## src/hw/gpio_share_pkg.sv

```systemverilog
// Constants for the twelve-pin port block: register map, fields, reset values.
package gpio_share_pkg;

  // Bus geometry
  localparam int          ADDR_W         = 12;
  localparam logic [1:0]  RESP_OKAY      = 2'b00;
  localparam logic [1:0]  RESP_SLVERR    = 2'b10;

  // Printed register indices; byte address is four times the index
  localparam logic [9:0]  IDX_P0_DIR     = 10'h0b8;
  localparam logic [9:0]  IDX_P4_DIR     = 10'h0c4;
  localparam logic [9:0]  IDX_P5_DIR     = 10'h0c5;

  // Further registers, given as byte addresses
  localparam logic [11:0] ADR_P0_DATA    = 12'h000;
  localparam logic [11:0] ADR_P4_DATA    = 12'h004;
  localparam logic [11:0] ADR_P5_DATA    = 12'h008;
  localparam logic [11:0] ADR_INT_STATUS = 12'h00c;
  localparam logic [11:0] ADR_INT_MASK   = 12'h010;
  localparam logic [11:0] ADR_EDGE_CTRL  = 12'h014;
  localparam logic [11:0] ADR_OPTIONS    = 12'h018;
  localparam logic [11:0] ADR_TIMER_CTRL = 12'h01c;
  localparam logic [11:0] ADR_ADC_CTRL   = 12'h020;
  // Bit set / bit clear aliases of the direction registers
  localparam logic [11:0] ADR_DIR_SET0   = 12'h100;
  localparam logic [11:0] ADR_DIR_CLR0   = 12'h104;
  localparam logic [11:0] ADR_DIR_SET4   = 12'h108;
  localparam logic [11:0] ADR_DIR_CLR4   = 12'h10c;
  localparam logic [11:0] ADR_DIR_SET5   = 12'h110;
  localparam logic [11:0] ADR_DIR_CLR5   = 12'h114;

  // Field positions
  localparam int P5_LO_BIT   = 3;   // Port 5 pins sit at bits 4:3
  localparam int OPT_EXTRST  = 0;   // Options: external reset on port 0 bit 4
  localparam int OPT_HCLK_LO = 1;   // Options: high clock mode, bits 3:1
  localparam int TMR_A_EN    = 0;
  localparam int TMR_B_EN    = 1;
  localparam int TMR_A_OSEL  = 2;
  localparam int TMR_B_OSEL  = 3;
  localparam int PLS_A_OSEL  = 4;
  localparam int PLS_B_OSEL  = 5;
  localparam int ADC_CHS_LO  = 0;   // Channel field, bits 2:0
  localparam int ADC_GLOBAL_CHANNEL_SELECT    = 4;
  localparam int ADC_EVH     = 5;
  localparam int ADC_EN      = 7;

  // High clock modes
  localparam logic [2:0] HCLK_INTERNAL = 3'h0;
  localparam logic [2:0] HCLK_RC       = 3'h1;
  localparam logic [2:0] HCLK_32K      = 3'h2;
  localparam logic [2:0] HCLK_4M       = 3'h3;
  localparam logic [2:0] HCLK_12M      = 3'h4;

  // Edge select codes for pin 0 interrupt
  localparam logic [1:0] EDGE_FALL = 2'h0;
  localparam logic [1:0] EDGE_RISE = 2'h1;
  localparam logic [1:0] EDGE_BOTH = 2'h2;

  // Reset values
  localparam logic [7:0] DIR_RESET   = 8'h00;
  localparam logic [7:0] DATA_RESET  = 8'h00;
  localparam logic [1:0] EDGE_RESET  = EDGE_FALL;
  localparam logic [3:0] OPT_RESET   = 4'h0;

endpackage : gpio_share_pkg

```

## src/hw/gpio_share.sv

```systemverilog
// Twelve-pin I/O port with direction, pin sharing, external interrupt flags.
`timescale 1ns/1ps
`default_nettype none

module gpio_share
  import gpio_share_pkg::*;
(
  // Clock and reset
  input  wire logic              SYS_CLK,
  input  wire logic              RESET_N,
  // AXI4-Lite write address and data
  input  wire logic [ADDR_W-1:0] S_AXI_AWADDR,
  input  wire logic              S_AXI_AWVALID,
  output logic                   S_AXI_AWREADY,
  input  wire logic [31:0]       S_AXI_WDATA,
  input  wire logic [3:0]        S_AXI_WSTRB,
  input  wire logic              S_AXI_WVALID,
  output logic                   S_AXI_WREADY,
  // AXI4-Lite write response
  output logic [1:0]             S_AXI_BRESP,
  output logic                   S_AXI_BVALID,
  input  wire logic              S_AXI_BREADY,
  // AXI4-Lite read
  input  wire logic [ADDR_W-1:0] S_AXI_ARADDR,
  input  wire logic              S_AXI_ARVALID,
  output logic                   S_AXI_ARREADY,
  output logic [31:0]            S_AXI_RDATA,
  output logic [1:0]             S_AXI_RRESP,
  output logic                   S_AXI_RVALID,
  input  wire logic              S_AXI_RREADY,
  // Port 0 pads, bit 4 input only
  input  wire logic [4:0]        P0_IN,
  output logic [3:0]             P0_OUT,
  output logic [3:0]             P0_OE,
  // Port 4 pads
  input  wire logic [4:0]        P4_IN,
  output logic [4:0]             P4_OUT,
  output logic [4:0]             P4_OE,
  // Port 5 pads, index 0 is pin 3 and index 1 is pin 4
  input  wire logic [1:0]        P5_IN,
  output logic [1:0]             P5_OUT,
  output logic [1:0]             P5_OE,
  // Timer waveforms to be routed onto port 5
  input  wire logic              TIMER_A_PULSE,
  input  wire logic              TIMER_A_BUZZ,
  input  wire logic              TIMER_B_PULSE,
  input  wire logic              TIMER_B_BUZZ,
  // Shared function selects towards analog, clock and reset logic
  output logic [4:0]             ANALOG_SEL,
  output logic                   HIGH_REF_SEL,
  output logic                   OSC_IN_SEL,
  output logic                   OSC_OUT_SEL,
  output logic                   EXT_RESET_REQ,
  // Interrupt
  output logic                   IRQ
);

  // Whole block state in one word: reset and update stay in one place,
  // at the cost of a wide register that clears in a single stroke
  typedef struct packed {
    logic [3:0]        dir0;
    logic [4:0]        dir4;
    logic [1:0]        dir5;
    logic [3:0]        dat0;
    logic [4:0]        dat4;
    logic [1:0]        dat5;
    logic [1:0]        int_en;
    logic [1:0]        int_req;
    logic [1:0]        edge_sel;
    logic [3:0]        options;
    logic [5:0]        tmr;
    logic [7:0]        adc;
    logic [1:0]        pin_prev;
    logic              aw_have;
    logic [ADDR_W-1:0] aw_addr;
    logic              w_have;
    logic [7:0]        w_data;
    logic              w_lane0;
    logic              bvalid;
    logic [1:0]        bresp;
    logic              rvalid;
    logic [7:0]        rdata;
    logic [1:0]        rresp;
    logic [3:0]        p0_out;
    logic [3:0]        p0_oe;
    logic [4:0]        p4_out;
    logic [4:0]        p4_oe;
    logic [1:0]        p5_out;
    logic [1:0]        p5_oe;
    logic [4:0]        analog_sel;
    logic              high_ref;
    logic              osc_in;
    logic              osc_out;
    logic              ext_rst;
    logic              irq;
  } state_t;

  // Registered copy and its combinational next value
  state_t st_reg;
  state_t st_next;

  // Printed index to byte address
  function automatic logic [ADDR_W-1:0] idx_addr(input logic [9:0] idx);
    idx_addr = {idx, 2'b00};
  endfunction : idx_addr

  // Address decode shared by read and write paths
  // Holes in the map answer SLVERR, read as zero, change nothing
  function automatic logic mapped(input logic [ADDR_W-1:0] a);
    mapped = (a == idx_addr(IDX_P0_DIR)) || (a == idx_addr(IDX_P4_DIR)) ||
             (a == idx_addr(IDX_P5_DIR)) || (a <= ADR_ADC_CTRL && a[1:0] == 2'b00) ||
             (a >= ADR_DIR_SET0 && a <= ADR_DIR_CLR5 && a[1:0] == 2'b00);
  endfunction : mapped

  // Settle the pin view: when external reset owns bit 4 it reads high
  logic [4:0] p0_view;
  always_comb begin
    p0_view    = P0_IN;
    p0_view[4] = st_reg.options[OPT_EXTRST] ? 1'b1 : P0_IN[4];
  end

  // Read multiplexer, eight live bits, upper bits read as zero
  function automatic logic [7:0] read_value(input state_t s, input logic [4:0] p0v,
                                            input logic [4:0] p4v, input logic [1:0] p5v,
                                            input logic [ADDR_W-1:0] a);
    read_value = 8'h00;
    if (a == idx_addr(IDX_P0_DIR)) read_value = {4'h0, s.dir0};
    else if (a == idx_addr(IDX_P4_DIR)) read_value = {3'h0, s.dir4};
    else if (a == idx_addr(IDX_P5_DIR)) read_value = {3'h0, s.dir5, 3'h0};
    else begin
      unique case (a)
        ADR_P0_DATA:    read_value = {3'h0, p0v};
        ADR_P4_DATA:    read_value = {3'h0, p4v};
        ADR_P5_DATA:    read_value = {3'h0, p5v, 3'h0};
        ADR_INT_STATUS: read_value = {6'h00, s.int_req};
        ADR_INT_MASK:   read_value = {6'h00, s.int_en};
        ADR_EDGE_CTRL:  read_value = {6'h00, s.edge_sel};
        ADR_OPTIONS:    read_value = {4'h0, s.options};
        ADR_TIMER_CTRL: read_value = {2'h0, s.tmr};
        ADR_ADC_CTRL:   read_value = s.adc;
        default:        read_value = 8'h00;
      endcase
    end
  endfunction : read_value

  // Next-state logic: bus slave, register writes, edge flags, pin sharing
  always_comb begin
    logic       do_write;
    logic [7:0] wd;
    logic [1:0] edge_hit;
    logic [1:0] clear_req;
    logic [2:0] hclk;
    logic       conv_on;
    logic [4:0] chan_hit;
    logic       a_pulse;
    logic       a_buzz;
    logic       b_pulse;
    logic       b_buzz;
    logic [4:0] p4_analog;
    do_write  = 1'b0;
    wd        = 8'h00;
    edge_hit  = 2'b00;
    clear_req = 2'b00;
    hclk      = 3'h0;
    conv_on   = 1'b0;
    chan_hit  = 5'h00;
    a_pulse   = 1'b0;
    a_buzz    = 1'b0;
    b_pulse   = 1'b0;
    b_buzz    = 1'b0;
    p4_analog = 5'h00;
    st_next   = st_reg;

    // Write address and data are taken independently, in either order
    if (S_AXI_AWVALID && S_AXI_AWREADY) begin
      st_next.aw_have = 1'b1;
      st_next.aw_addr = S_AXI_AWADDR;
    end
    if (S_AXI_WVALID && S_AXI_WREADY) begin
      st_next.w_have  = 1'b1;
      st_next.w_data  = S_AXI_WDATA[7:0];
      st_next.w_lane0 = S_AXI_WSTRB[0];
    end

    // Perform the write once both halves are held and no response is pending
    if (st_reg.aw_have && st_reg.w_have && !st_reg.bvalid) begin
      st_next.aw_have = 1'b0;
      st_next.w_have  = 1'b0;
      st_next.bvalid  = 1'b1;
      st_next.bresp   = mapped(st_reg.aw_addr) ? RESP_OKAY : RESP_SLVERR;
      // Without lane 0 a mapped write is answered OKAY but changes nothing
      do_write        = mapped(st_reg.aw_addr) && st_reg.w_lane0;
      wd              = st_reg.w_data;
    end
    if (st_reg.bvalid && S_AXI_BREADY) begin
      st_next.bvalid = 1'b0;
    end

    // Register writes; set and clear aliases touch only the bits written as one
    if (do_write) begin
      if (st_reg.aw_addr == idx_addr(IDX_P0_DIR)) st_next.dir0 = wd[3:0];
      else if (st_reg.aw_addr == idx_addr(IDX_P4_DIR)) st_next.dir4 = wd[4:0];
      else if (st_reg.aw_addr == idx_addr(IDX_P5_DIR)) st_next.dir5 = wd[4:3];
      else begin
        unique case (st_reg.aw_addr)
          ADR_P0_DATA:    st_next.dat0     = wd[3:0];
          ADR_P4_DATA:    st_next.dat4     = wd[4:0];
          ADR_P5_DATA:    st_next.dat5     = wd[4:3];
          ADR_INT_STATUS: clear_req        = wd[1:0];
          ADR_INT_MASK:   st_next.int_en   = wd[1:0];
          ADR_EDGE_CTRL:  st_next.edge_sel = wd[1:0];
          ADR_OPTIONS:    st_next.options  = wd[3:0];
          ADR_TIMER_CTRL: st_next.tmr      = wd[5:0];
          ADR_ADC_CTRL:   st_next.adc      = {wd[7], 1'b0, wd[5:4], 1'b0, wd[2:0]};
          ADR_DIR_SET0:   st_next.dir0     = st_reg.dir0 | wd[3:0];
          ADR_DIR_CLR0:   st_next.dir0     = st_reg.dir0 & ~wd[3:0];
          ADR_DIR_SET4:   st_next.dir4     = st_reg.dir4 | wd[4:0];
          ADR_DIR_CLR4:   st_next.dir4     = st_reg.dir4 & ~wd[4:0];
          ADR_DIR_SET5:   st_next.dir5     = st_reg.dir5 | wd[4:3];
          ADR_DIR_CLR5:   st_next.dir5     = st_reg.dir5 & ~wd[4:3];
          default:        st_next.dat0     = st_reg.dat0;
        endcase
      end
    end

    // Read channel: one read at a time, data held until accepted
    // Pads are sampled at the address edge, so a read shows them one clock old
    if (S_AXI_ARVALID && S_AXI_ARREADY) begin
      st_next.rvalid = 1'b1;
      st_next.rdata  = read_value(st_reg, p0_view, P4_IN, P5_IN, S_AXI_ARADDR);
      st_next.rresp  = mapped(S_AXI_ARADDR) ? RESP_OKAY : RESP_SLVERR;
    end else if (st_reg.rvalid && S_AXI_RREADY) begin
      st_next.rvalid = 1'b0;
    end

    // Edge detection; flags set whatever the enable, and set beats clear
    // Edge code 3 is undefined and falls back to the falling edge
    st_next.pin_prev = P0_IN[1:0];
    edge_hit[1] = st_reg.pin_prev[1] && !P0_IN[1];
    unique case (st_reg.edge_sel)
      EDGE_RISE: edge_hit[0] = !st_reg.pin_prev[0] && P0_IN[0];
      EDGE_BOTH: edge_hit[0] = st_reg.pin_prev[0] != P0_IN[0];
      default:   edge_hit[0] = st_reg.pin_prev[0] && !P0_IN[0];
    endcase
    st_next.int_req = (st_reg.int_req & ~clear_req) | edge_hit;
    // Only enabled requests reach the interrupt line
    // Next-state values let IRQ rise with its flag, not a clock later
    st_next.irq = |(st_next.int_req & st_next.int_en);

    // Clock and reset pin ownership
    // Modes 5 to 7 select no oscillator, so both pads stay plain I/O
    hclk             = st_next.options[OPT_HCLK_LO +: 3];
    st_next.osc_in   = (hclk == HCLK_RC) || (hclk == HCLK_32K) ||
                       (hclk == HCLK_4M) || (hclk == HCLK_12M);
    st_next.osc_out  = (hclk == HCLK_32K) || (hclk == HCLK_4M) ||
                       (hclk == HCLK_12M);
    st_next.ext_rst  = st_next.options[OPT_EXTRST] && !P0_IN[4];

    // Analog channel routing on port 4
    // Channel codes 5 to 7 point at no pad of this port
    conv_on = st_next.adc[ADC_EN];
    for (int i = 0; i < 5; i++) begin
      chan_hit[i] = conv_on && st_next.adc[ADC_GLOBAL_CHANNEL_SELECT] &&
                    (st_next.adc[ADC_CHS_LO +: 3] == 3'(i));
    end
    st_next.analog_sel = chan_hit;
    st_next.high_ref   = conv_on && st_next.adc[ADC_EVH];
    p4_analog          = chan_hit | {4'h0, st_next.high_ref};

    // Timer outputs: pulse wins, buzzer only with pulse select clear
    // Limitation: waveforms pass a flip-flop and reach the pads a clock late
    a_pulse = st_next.tmr[TMR_A_EN] && st_next.tmr[PLS_A_OSEL];
    a_buzz  = st_next.tmr[TMR_A_EN] && st_next.tmr[TMR_A_OSEL] && !st_next.tmr[PLS_A_OSEL];
    b_pulse = st_next.tmr[TMR_B_EN] && st_next.tmr[PLS_B_OSEL];
    b_buzz  = st_next.tmr[TMR_B_EN] && st_next.tmr[TMR_B_OSEL] && !st_next.tmr[PLS_B_OSEL];

    // Port 0 pads; bit 4 has no driver at all
    // Direction bit 4 is never stored, so writing it enables nothing
    st_next.p0_out = st_next.dat0;
    st_next.p0_oe  = st_next.dir0;
    if (st_next.osc_in) begin
      st_next.p0_oe[3] = 1'b0;
    end
    if (st_next.osc_out) begin
      st_next.p0_oe[2] = 1'b0;
    end

    // Port 4 pads; an analog pin is released so the digital driver stays off
    // The release ignores direction, so no output bit fights the converter
    st_next.p4_out = st_next.dat4;
    st_next.p4_oe  = st_next.dir4 & ~p4_analog;

    // Port 5 pads; a timer function drives the pin regardless of direction
    // Software cannot silence a timer pad through its direction bit
    st_next.p5_out = st_next.dat5;
    st_next.p5_oe  = st_next.dir5;
    if (b_pulse || b_buzz) begin
      st_next.p5_out[0] = b_pulse ? TIMER_B_PULSE : TIMER_B_BUZZ;
      st_next.p5_oe[0]  = 1'b1;
    end
    if (a_pulse || a_buzz) begin
      st_next.p5_out[1] = a_pulse ? TIMER_A_PULSE : TIMER_A_BUZZ;
      st_next.p5_oe[1]  = 1'b1;
    end
  end

  // State register; reset loads constants only
  always_ff @(posedge SYS_CLK or negedge RESET_N) begin
    if (!RESET_N) begin
      st_reg          <= '0;
      st_reg.dir0     <= DIR_RESET[3:0];
      st_reg.dir4     <= DIR_RESET[4:0];
      st_reg.dir5     <= DIR_RESET[4:3];
      st_reg.dat0     <= DATA_RESET[3:0];
      st_reg.dat4     <= DATA_RESET[4:0];
      st_reg.dat5     <= DATA_RESET[4:3];
      st_reg.edge_sel <= EDGE_RESET;
      st_reg.options  <= OPT_RESET;
      st_reg.pin_prev <= 2'b11;  // Idle-high guess avoids a false falling edge
      st_reg.bresp    <= RESP_OKAY;
      st_reg.rresp    <= RESP_OKAY;
    end else begin
      st_reg <= st_next;
    end
  end

  // Bus handshakes; ready drops while a beat is held or a response waits
  // Ready comes from flops only, never from valid, so no loop forms
  assign S_AXI_AWREADY = !st_reg.aw_have && !st_reg.bvalid;
  assign S_AXI_WREADY  = !st_reg.w_have && !st_reg.bvalid;
  assign S_AXI_ARREADY = !st_reg.rvalid;
  assign S_AXI_BVALID  = st_reg.bvalid;
  assign S_AXI_BRESP   = st_reg.bresp;
  assign S_AXI_RVALID  = st_reg.rvalid;
  assign S_AXI_RDATA   = {24'h000000, st_reg.rdata};
  assign S_AXI_RRESP   = st_reg.rresp;

  // Pad and select outputs straight from flip-flops
  assign P0_OUT        = st_reg.p0_out;
  assign P0_OE         = st_reg.p0_oe;
  assign P4_OUT        = st_reg.p4_out;
  assign P4_OE         = st_reg.p4_oe;
  assign P5_OUT        = st_reg.p5_out;
  assign P5_OE         = st_reg.p5_oe;
  assign ANALOG_SEL    = st_reg.analog_sel;
  assign HIGH_REF_SEL  = st_reg.high_ref;
  assign OSC_IN_SEL    = st_reg.osc_in;
  assign OSC_OUT_SEL   = st_reg.osc_out;
  assign EXT_RESET_REQ = st_reg.ext_rst;
  assign IRQ           = st_reg.irq;

endmodule : gpio_share

`default_nettype wire

```

## config.mk

```make
export PLATFORM = sky130hd
export DESIGN_NAME = gpio_share
export DESIGN_NICKNAME = d
export VERILOG_FILES = /design/src/hw/gpio_share_pkg.sv /design/src/hw/gpio_share.sv
export SDC_FILE = /design/constraint.sdc
export NUM_CORES = 1
export LEC_CHECK = 0
export BUFFER_PORTS_ARGS = -buffer_cell sky130_fd_sc_hd__buf_2
export CAP_MARGIN = 20
export CORE_MARGIN = 2
export CORE_UTILIZATION = 25
export CTS_BUF_LIST = sky130_fd_sc_hd__clkbuf_8
export DETAILED_ROUTE_END_ITERATION = 7
export REMOVE_ABC_BUFFERS = 1
export SETUP_SLACK_MARGIN = 0.3
export SLEW_MARGIN = 20
export SYNTH_ARGS = -nofsm -noshare
export SYNTH_HDL_FRONTEND = slang
export SYNTH_SLANG_ARGS = --single-unit
```

## constraint.sdc

```tcl
create_clock -name SYS_CLK -period 4 [get_ports SYS_CLK]
set_clock_uncertainty 0.1 [all_clocks]
set_input_delay 0.2 -clock SYS_CLK [delete_from_list [all_inputs] [get_ports SYS_CLK]]
set_output_delay 0.2 -clock SYS_CLK [all_outputs]
set_load 0.02 [all_outputs]
```

After elaboration in Yosys (flattened, before gate mapping)
Cells that the tools add are included.

storage, ports and cells
  flip-flop bits (word level) = 106
  bits in latches = 0
  memory bits (writable) = 0
  bits in read-only memories = 0
  input port bits = 83
  output and inout bits = 73
  memories = 0

cells by class
  add/subtract/negate cells = 0
  $mul = 0
  div/mod/pow operators = 0
  order comparisons = 6
  equality and inequality tests = 39
  shift-type cells = 0
  muxes and demuxes = 54
  bitwise gates (word level) = 19
  reductions and logical operators = 71

operator list
  kind                                                                     number
  12-bit by 5-bit == test with 1-bit output (second input constant)        8
  12-bit by 10-bit == test with 1-bit output (second input constant)       6
  12-bit by 9-bit == test with 1-bit output (second input constant)        6
  18-bit two-way mux                                                       4
  8-bit one-hot mux with 9 select lines                                    1
  12-bit by 4-bit == test with 1-bit output (second input constant)        4
  8-bit two-way mux                                                        5
  1-bit logical AND                                                        33
  13-bit two-way mux                                                       2
  12-bit by 3-bit == test with 1-bit output (second input constant)        2
  12-bit by 6-bit == test with 1-bit output (second input constant)        2
  12-bit by 9-bit >= comparator with 1-bit output (second input constant)  2
  12-bit by 6-bit <= comparator with 1-bit output (second input constant)  2
  12-bit by 9-bit <= comparator with 1-bit output (second input constant)  2
  12-bit zero test                                                         2
  24-bit two-way mux                                                       1
  2-bit two-way mux                                                        10
  20-bit two-way mux                                                       1
  4-bit two-way mux                                                        4
  1-bit logical OR                                                         15
  1-bit two-way mux                                                        15
  15-bit two-way mux                                                       1
  5-bit AND reduction                                                      3
  3-bit by 2-bit == test with 1-bit output (second input constant)         4
  30 further kinds                                                         54

Logic depth before layout (Yosys ltp)
Gate-level depths: netlist of the first run.

  depth after elaboration = 13
  gate-level depth with buffers = 10
  mapped depth without buffers = 8

Worst setup path before layout of the first run
OpenSTA, ideal clock, no wires.

  path kind = register to register
  from = register st_reg[58] (netlist bit)
  to = register st_reg (netlist bit P5_OUT[1])
  library setup time = 125 ps
  data arrival time = 2309 ps
  slack = 1466 ps
  cell stages (with the launch flop) = 9
  path buffers = 1
  cells stage by stage = dfrtp_1 -> buf_6 -> or4_4 -> o21ai_1 -> and2_2 -> a21oi_2 -> or3_4 -> mux2_4 -> mux2_4

RTL lines
  item                      RTL line           text
  start: declaration        gpio_share.sv:99   state_t st_reg;
  start signal: assignment  gpio_share.sv:323  st_reg <= st_next;

==> metrics.md, run 1 <==
| Metric | Value |
|---|---|
| Final TNS setup | 0 ns |
| CP startpoint kind | flip-flop |
| Post-CTS sizing | 0 |
| Worst Path Arrival | 3.57 ns |
| Chip width | 153 um |
| Slew Viols, Final | 0 |
| Clk sinks | 100 |
| CTS tree | yes |
| MaxCap Viol Count | 0 |
| Share of the cycle needed by the critical path after routing | 0.848 |
| Max VDD drop | approximately 0.00026 V |
| Via count | around 4400 |
| Total wire length | 15.3 mm |
| Layout cell share with drive strength beyond 1 | 0.242 |
| Synth cell types | 76 |
| Grt total ovfl | 0 |
| Synth area leaders | dfrtp_1 (44%), buf_4 (8.5%), o21ai_0 (6.9%) |
| Power Total | approximately 2.8 mW |
| Leakage | 2.86 nW |
| Setup crit end kind | flip-flop |
| Max incr delay on CP | roughly 0.58 ns |
| Area growth syn-to-layout | 15.5% |
| Final count of negative-setup-slack endpoints | 0 |
| Vias/cell | between 4 and 5 |
| Crit path required time | 4.18 ns |
| Kind of critical path | flip-flop to flip-flop |
| Fill cells | about 2300 |
| Asr flop ratio synth | 1.00 |
| CP delay by family, top | simple AND/OR/NAND/NOR gates |
| First-pass GRT wire length | approximately 24 mm |
| Number of top-level pins | between 150 and 200 |
| Cell taking the most area after synthesis | dfrtp_1 |
| FMAX | 295 MHz |
| Num rows | 54 |
| Final Hold Vio Count | 0 |
| HP Class | primary input to flip-flop |
| Max FO, Critical Path | 10 |
| Clock Path Buffers | 2 |
| Clock Tree Root | clkbuf_8 |
| Vias in the first global route | 4340 |
| Nets | about 750 |
| Height of the die | roughly 150 um |
| DRC violations left | 0 |
| Crit-path cells | nor3_2 -> nand4b_1 -> o32a_1 -> a21oi_1 -> mux2_2 -> nor3b_1 -> nand4b_1 -> dlygate4sd3_1 |
| Synth top area share | 0.439 |
| Syn_area_per_cell | 9.52 um2 |
| Outcome | completed |
| Largest register FFs | 57 |
| H-tree Lvls | 3 |
| Clk slew on worst S/H paths | 0.10 ns |
| Worst skew pair latency | approximately 0.39 ns |
| Core ar. | approximately 0.022 mm2 |
| Starting density of the core | 0.255 |
| WL per Instance | between 15 and 20 um |
| Port Buffers | 100 |
| DP HPWL | 11.5 mm |
| Yosys reg bits | 100 |
| Seq/Total Area, Yosys | 0.449 |
| Largest net degree at the start of global routing | about 70 |
| Yosys warnings | 0 |
| Minimum clock period | approximately 3.4 ns |
| PnR worst setup slack | between 0.6 and 0.7 ns |
| Post-route ant nets | 0 |
| Post-synth EDFFs | 0 |
| Initial antenna violation count | 0 |
| CP most frequent cell | nand4b_1 |
| DRT iter0 DRCs | 307 |
| Critical-path top delay cell | dlygate4sd3_1 |
| Syn Inst Count | between 500 and 600 |
| Cell area after synthesis | ~0.0056 mm2 |
| Rel. slew slack | 0.386 |
| Pre-antenna DRT Iters | 5 |
| Power per standard cell area | between 400 and 500 mW/mm2 |
| Antenna Cells | 0 |
| Die area | around 0.024 mm2 |
| Buf/Inv on CP | 1 |
| Total track usage | 0.132 |
| GP Congestion | around 0.83 |
| Number of CTS-inserted buffers | 9 |
| Pre-CTS setup slack | about 1.1 ns |
| RSZ-0062 raised after global routing | false |
| Most frequent cells in the layout | buf_2 (99), dfrtp_1 (98), o21ai_0 (77) |
| Most common cell after layout, fill and taps aside | buf_2 |
| Top FF cell, synth | dfrtp_1 |
| Worst slew pin tran | roughly 0.92 ns |
[layer usage]
metal	wire length [um]	global-route usage
met1	7110	0.183
met2	7040	0.207
met3	891	0.0301
met4	218	0.0376
met5	0	0
[repair_timing]
action | in CTS | in global routing
hold endpoints to repair | 95 | 0
hold buffers | 30 | 0
buffers inserted | 0 | 0
[power by group]
group / total (mW) / switching [mW] / internal [mW]
Clock: 0.645 / 0.358 / 0.287
Combinational: 0.790 / 0.477 / 0.313
Sequential: 1.37 / 0.228 / 1.14
Total: 2.80 / 1.06 / 1.74
[final timing paths]
path	start	endpoint	slack, ns	depth (start not counted)
max in group asynchronous	RESET_N	st_reg[90]	2.42	3
hold / removal	P0_IN[3]	S_AXI_RDATA[3]	0.03	3
hold reg to reg	P0_OUT[1]	P0_OUT[1]	0.38	2
setup / recovery	st_reg[65]	P5_OUT[0]	0.61	8
setup reg to reg	st_reg[65]	P5_OUT[0]	0.61	8
min in group asynchronous	RESET_N	S_AXI_RDATA[1]	0.38	2
[cells by family (layout without fill, tap and decap cells)]
family	Yosys count	after routing	share of synthesized area
compound gates	150	150	0.169
xor+xnor	2	2	0.00314
fa+ha+maj	4	4	0.00897
buf+inv	101	159	0.114
flops	100	100	0.449
mux	33	33	0.0688
other cells	1	27	0.000672
simple gates	195	195	0.186
[worst reg2reg max path, delay by kind of cell, from the launching register on]
kind / cells / cell delay [ns]
simple gates: 4 / 1.06
compound gates: 2 / 0.61
flops: 1 / 0.54
mux: 1 / 0.39
buf+inv: 1 / 0.58
[synth_stat cells (3+ instances only)]
cell type / instances
a21o_1: 13
a21oi_1: 10
a222oi_1: 4
a22o_1: 3
a22oi_1: 6
a31oi_1: 4
and2_1: 6
and3_1: 3
buf_2: 4
buf_4: 63
clkbuf_1: 18
dfrtp_1: 98
ha_1: 4
inv_1: 11
mux2_2: 25
mux2i_1: 5
nand2_1: 63
nand2b_1: 4
nand3_1: 27
nand4_1: 8
nand4b_1: 4
nor2_1: 30
nor2b_1: 7
nor3_1: 12
nor3b_1: 3
o211ai_1: 6
o21ai_0: 77
o21ai_1: 5
or3_1: 3
[metrics by stage]
| step | std cells | util | hold slack [ns] | instance area, um2 |
|---|---|---|---|---|
| floorplan | 523 | - | -0.196 | 5090 |
| global placement | 905 | 0.272 | 0.238 | 5960 |
| detailed placement | 905 | 0.272 | 0.243 | 5960 |
| CTS | 950 | 0.294 | 0.00279 | 6440 |
| global route | 950 | 0.294 | 0.0365 | 6440 |
| finish | 950 | 0.294 | 0.0267 | 6440 |
[layout make-up]
type                       count  area [um2]  area share
clock buffer                   9         124      0.0192
clock inverter                 6        63.8     0.00990
inverter                      12        45.0     0.00699
multi-input combinational    411        2540       0.394
sequential                   100        2500       0.389
tap                          280         350      0.0544
timing repair buffer         132         818       0.127
Note: power is estimated with default switching activity, not from simulation.
==> run 2, diff against run 1 <==
Clock period 4 ns to 3.2 ns, I/O delays scaled along.
==> run 2 against run 1 <==
Effect of this change: worst hold slack better by 0.037 ns; critical path depth fell by 1; critical path type unchanged; largest cell class unchanged; total power is 30% higher; worst setup slack got worse by 0.26 ns.
==> metrics.md, run 2 (synthesis gave the netlist of run 1 again) <==
| Metric | Value |
|---|---|
| Outcome | completed |
| Buf/Inv on CP | 0 |
| Number of top-level pins | approximately 160 |
| Final count of negative-setup-slack endpoints | 0 |
| HP Class | primary input to flip-flop |
| Kind of critical path | flip-flop to flip-flop |
| Share of the cycle needed by the critical path after routing | 0.891 |
| Most frequent cells in the layout | buf_2 (99), dfrtp_1 (98), o21ai_0 (77) |
| Final Hold Vio Count | 0 |
| Critical-path top delay cell | dfrtp_1 |
| Via count | 4543 |
| Power per standard cell area | between 500 and 600 mW/mm2 |
| Layout cell share with drive strength beyond 1 | 0.256 |
| Antenna Cells | 0 |
| Max incr delay on CP | roughly 0.5 ns |
| Number of CTS-inserted buffers | 9 |
| Worst Path Arrival | 3.02 ns |
| DP HPWL | 11.6 mm |
| Most common cell after layout, fill and taps aside | buf_2 |
| Placed Cells | a little over 900 |
| Port Buffers | 100 |
| Largest register FFs | 57 |
| Die area | 0.0235 mm2 |
| Nets | 765 |
| Worst skew pair latency | 0.40 ns |
| Pre-antenna DRT Iters | 5 |
| Rel. slew slack | 0.445 |
| Clk sinks | 100 |
| CP most frequent cell | nand4b_1 |
| Core ar. | 0.0219 mm2 |
| Clk slew on worst S/H paths | roughly 0.1 ns |
| Setup crit end kind | flip-flop |
| Area growth syn-to-layout | 17.9% |
| Starting density of the core | 0.255 |
| CTS tree | yes |
| Total wire length | ~15 mm |
| DRC violations left | 0 |
| Num rows | 54 |
| Max FO, Critical Path | 8 |
| Height of the die | approximately 150 um |
| WL per Instance | 15.9 um |
| Worst slew pin tran | 0.833 ns |
| Largest net degree at the start of global routing | between 60 and 70 |
| Final TNS setup | 0 ns |
| Initial antenna violation count | 0 |
| Slew Viols, Final | 0 |
| RSZ-0062 raised after global routing | false |
| Total track usage | 0.130 |
| Vias in the first global route | between 4000 and 5000 |
| Clock Tree Root | clkbuf_8 |
| Chip width | ~150 um |
| Leakage | 2.93 nW |
| Clock Path Buffers | 2 |
| DRT iter0 DRCs | 428 |
| Post-route ant nets | 0 |
| CP delay by family, top | simple AND/OR/NAND/NOR gates |
| Crit path required time | about 3.4 ns |
| Finished Layout Cells | slightly below 1000 |
| CP startpoint kind | flip-flop |
| Crit-path cells | nor4_4 -> nand4b_1 -> o32a_1 -> a21oi_1 -> mux2_2 -> nor3b_1 -> nand4b_1 |
| GP Congestion | 0.850 |
| Minimum clock period | between 2 and 3 ns |
| Grt total ovfl | 0 |
| MaxCap Viol Count | 0 |
| H-tree Lvls | 3 |
| First-pass GRT wire length | around 24 mm |
| Vias/cell | 4.72 |
| Max VDD drop | 0.000418 V |
| FMAX | approximately 350 MHz |
run 2: final cells by class:
| cell class | instances | area (um2) |
|---|---|---|
| Sequential cell | 100 | 2500 |
| Timing Repair Buffer | 144 | 911 |
| Fill cell | 2336 | 15300 |
| Multi-Input combinational cell | 411 | 2560 |
| Tap cell | 280 | 350 |
| Clock buffer | 9 | 124 |
| Inverter | 12 | 45.0 |
| Clock inverter | 7 | 85.1 |
run 2: layer usage:
metal	part of all wire	GRT usage
met5	0	0
met2	0.45	0.198
met1	0.47	0.184
met3	0.064	0.0301
met4	0.015	0.0380
run 2: worst paths after layout:
check	slack (ns)	depth (start not counted)	startpoint	end
worst min-delay path	0.06	3	TIMER_A_BUZZ	P5_OUT[1]
min in group asynchronous	0.29	2	RESET_N	IRQ
worst max-delay path	0.35	7	st_reg[57]	P5_OUT[0]
max in group asynchronous	1.92	3	RESET_N	P4_OE[1]
worst min register to register	0.38	2	P0_OUT[3]	P0_OUT[3]
worst max register to register	0.35	7	st_reg[57]	P5_OUT[0]
run 2: tightest hold or removal path: cells and delay by family:
family   cells  cell delay (ns)
mux          2             0.28
buf+inv      1             0.09
run 2: through the flow:
stage / cell area [um2] / power (mW) / setup WS [ns] / hold WS [ns] / util
global placement: 6030 / 2.73 / 0.503 / 0.196 / 0.275
CTS: 6550 / 3.67 / 0.439 / 0.0325 / 0.299
floorplan: 5090 / 2.32 / 0.677 / -0.236 / -
finish: 6580 / 3.65 / 0.350 / 0.0636 / 0.300
detailed placement: 6030 / 2.75 / 0.474 / 0.199 / 0.275
global route: 6580 / 3.89 / 0.299 / 0.0390 / 0.300
run 2: what timing repair did:
item                                   in CTS  in global routing
setup endpoints to repair                   0                  7
endpoints found under the hold margin      86                  0
setup buffers                               0                  1
resized for setup                           0                  2
hold buffers                               31                  0
run 2: report_power, final:
group | switching, mW | internal [mW]
clock network | 0.489 | 0.375
registers | 0.296 | 1.43
logic | 0.619 | 0.447
==> run 3, diff against run 2 <==
Settings changed: ABC_AREA set to 1, BUFFER_PORTS_ARGS -buffer_cell sky130_fd_sc_hd__buf_2 to not set, DONT_BUFFER_PORTS set to 1.
==> run 3 against run 2 <==
Effect of this change: total power shrank 12%; first-iteration DRC count grew 11%; worst hold slack lost 0.025 ns; sequential power shrank 9.9%; critical path depth grew 4; critical path type unchanged.
==> metrics.md, run 3 <==
| Metric | Value |
|---|---|
| Kind of critical path | flip-flop to flip-flop |
| Chip width | 155 um |
| Number of top-level pins | 156 |
| Area growth syn-to-layout | 10.2% |
| Num rows | 55 |
| Power per standard cell area | roughly 510 mW/mm2 |
| DP HPWL | 11.8 mm |
| Final count of negative-setup-slack endpoints | 0 |
| DRC violations left | 0 |
| Syn_area_per_cell | approximately 7.6 um2 |
| Synth top area share | 0.430 |
| Fill cells | 2462 |
| Largest net degree at the start of global routing | approximately 100 |
| MaxCap Viol Count | 0 |
| Most common cell in the netlist | nand2_1 |
| Yosys reg bits | 100 |
| Number of CTS-inserted buffers | 9 |
| Worst Path Arrival | roughly 2.8 ns |
| Share of the cycle needed by the critical path after routing | 0.808 |
| Core ar. | around 0.023 mm2 |
| Asr flop ratio synth | 1.00 |
| DR WL met3 | roughly 1.4 mm |
| Outcome | completed |
| Yosys warnings | 0 |
| Cell area after synthesis | about 0.0057 mm2 |
| FMAX | about 390 MHz |
| Setup crit end kind | flip-flop |
| Final TNS setup | 0 ns |
| Final Hold Vio Count | 0 |
| Clk sinks | 100 |
| Clock Tree Root | clkbuf_8 |
| CP delay by family, top | simple AND/OR/NAND/NOR gates |
| Synth Area in Compound Gates | 0.124 |
| Synth Area in Adders | 0.00877 |
| Post-route ant nets | 0 |
| Pre-antenna DRT Iters | 6 |
| Rel. slew slack | 0.442 |
| Port Buffers | 0 |
| Initial antenna violation count | 0 |
| Cell taking the most area after synthesis | dfrtp_1 |
| Seq/Total Area, Yosys | 0.439 |
| Minimum clock period | roughly 2.6 ns |
| Top FF cell, synth | dfrtp_1 |
| Most frequent cells in the layout | nand2_1 (167), inv_1 (105), dfrtp_1 (98) |
| Post-synthesis mux area share | 0.00373 |
| Final core occ | 0.280 |
| Starting density of the core | 0.254 |
| WL met2 | ~6.7 mm |
| WL per Instance | 14.8 um |
| Layout cell share with drive strength beyond 1 | 0.0806 |
| Top cells by count, synth | nand2_1 (167), inv_1 (105), dfrtp_1 (98), nor2_1 (81), buf_4 (65) |
| HP Class | primary input to flip-flop |
| Leakage | between 3 and 4 nW |
| H-tree Lvls | 3 |
| Highest metal used | met4 |
| Slew Viols, Final | 0 |
| Via count | between 4000 and 5000 |
| Most common cell after layout, fill and taps aside | nand2_1 |
| Grt total ovfl | 0 |
| Max VDD drop | ~0.00052 V |
| Crit path required time | roughly 3.4 ns |
| Clock Path Buffers | 2 |
| Max incr delay on CP | roughly 0.5 ns |
| Worst skew pair latency | between 0.3 and 0.4 ns |
| Main combinational cell family by area after synthesis | simple AND/OR/NAND/NOR gates |
| Synth area leaders | dfrtp_1 (43%), nand2_1 (11%), buf_4 (8.5%) |
| First-pass GRT wire length | about 25 mm |
| Buf/Inv on CP | 3 |
| DRT met1 WL | about 7.3 mm |
| Max FO, Critical Path | 11 |
| Synth cell types | 38 |
| Vias in the first global route | ~4400 |
| Nets | ~850 |
| DRT iter0 DRCs | 476 |
| Total wire length | around 16 mm |
| CTS tree | yes |
| Xor-xnor portion of the synthesized cell area | 0 |
| Vias/cell | between 4 and 5 |
| Total track usage | 0.132 |
| Post-synth EDFFs | 0 |
| Critical-path top delay cell | dfrtp_1 |
| GP Congestion | between 0.8 and 0.9 |
| Crit-path cells | inv_1 -> nand3_1 -> nor2_1 -> inv_1 -> o21ai_0 -> nand4_1 -> nand2_1 -> nand2_2 -> nor2_4 -> inv_2 -> nor2_1 |
| Height of the die | about 160 um |
| CP startpoint kind | flip-flop |
| Syn Inst Count | ~760 |
| Antenna Cells | 0 |
| Largest register FFs | between 50 and 60 |
| Worst slew pin tran | roughly 0.83 ns |
| Clk slew on worst S/H paths | ~0.11 ns |
| RSZ-0062 raised after global routing | false |
| Die area | about 0.024 mm2 |
| Simple-Gate Fraction of Synth Area | 0.258 |
-- run 3: power breakdown --
| group | total, mW | leakage, nW | internal [mW] | switching (mW) |
|---|---|---|---|---|
| registers | 1.55 | 1.30 | 1.42 | 0.134 |
| logic | 0.787 | 1.70 | 0.212 | 0.575 |
| clock network | 0.879 | 0.102 | 0.375 | 0.503 |
-- run 3: logic make-up after synthesis --
group | after synthesis
flops | 100
buf+inv | 184
compound gates | 128
simple gates | 336
fa+ha+maj | 4
other cells | 1
mux | 2
-- run 3: worst paths after layout --
check	depth (start not counted)	slack, ns	startpoint	endpoint
min reg2reg	2	0.42	st_reg[47]	st_reg[47]
min in group asynchronous	2	0.32	RESET_N	S_AXI_RDATA[2]
max	11	0.61	S_AXI_BVALID	ANALOG_SEL[0]
min	4	0.04	P0_IN[2]	S_AXI_RDATA[2]
max reg2reg	11	0.61	S_AXI_BVALID	ANALOG_SEL[0]
max in group asynchronous	2	2.30	RESET_N	st_reg[69]
-- run 3: tightest hold or removal path, stage by stage --
cell and delay (ns):
nand3_1 0.06, o21ai_0 0.09, nor4_1 0.05, o21ai_0 0.13
-- run 3: layout make-up --
cell class | count | area (um2) | share of cell area
sequential | 100 | 2500 | 0.398
multi-input combinational | 497 | 2350 | 0.373
timing repair buffer | 45 | 458 | 0.0728
inverter | 111 | 417 | 0.0662
tap | 285 | 357 | 0.0567
clock buffer | 9 | 124 | 0.0197
clock inverter | 7 | 83.8 | 0.0133
-- run 3: repair_timing --
item	4_1_cts	5_1_grt
hold buffers	36	0
resized for setup	0	0
hold endpoints to repair	133	0
buffers inserted	0	0
-- run 3: per-stage QoR --
stage / area [um2] / power (mW) / setup slack [ns] / std cells / hold WS, ns
final: 6290 / 3.22 / 0.615 / 1054 / 0.0382
after global routing: 6290 / 3.44 / 0.310 / 1054 / 0.0879
after CTS: 6290 / 3.26 / 0.624 / 1054 / 0.0165
after detailed placement: 5710 / 2.30 / 0.648 / 1002 / -0.230
after global placement: 5710 / 2.29 / 0.690 / 1002 / -0.230
after floorplan: 5270 / 2.07 / 0.698 / 708 / -0.236
-- run 3: layer usage --
metal	vias up	GRT usage
met2	186	0.194
met1	2253	0.186
li1	2335	-
met4	0	0.0397
met5	-	0
met3	11	0.0401
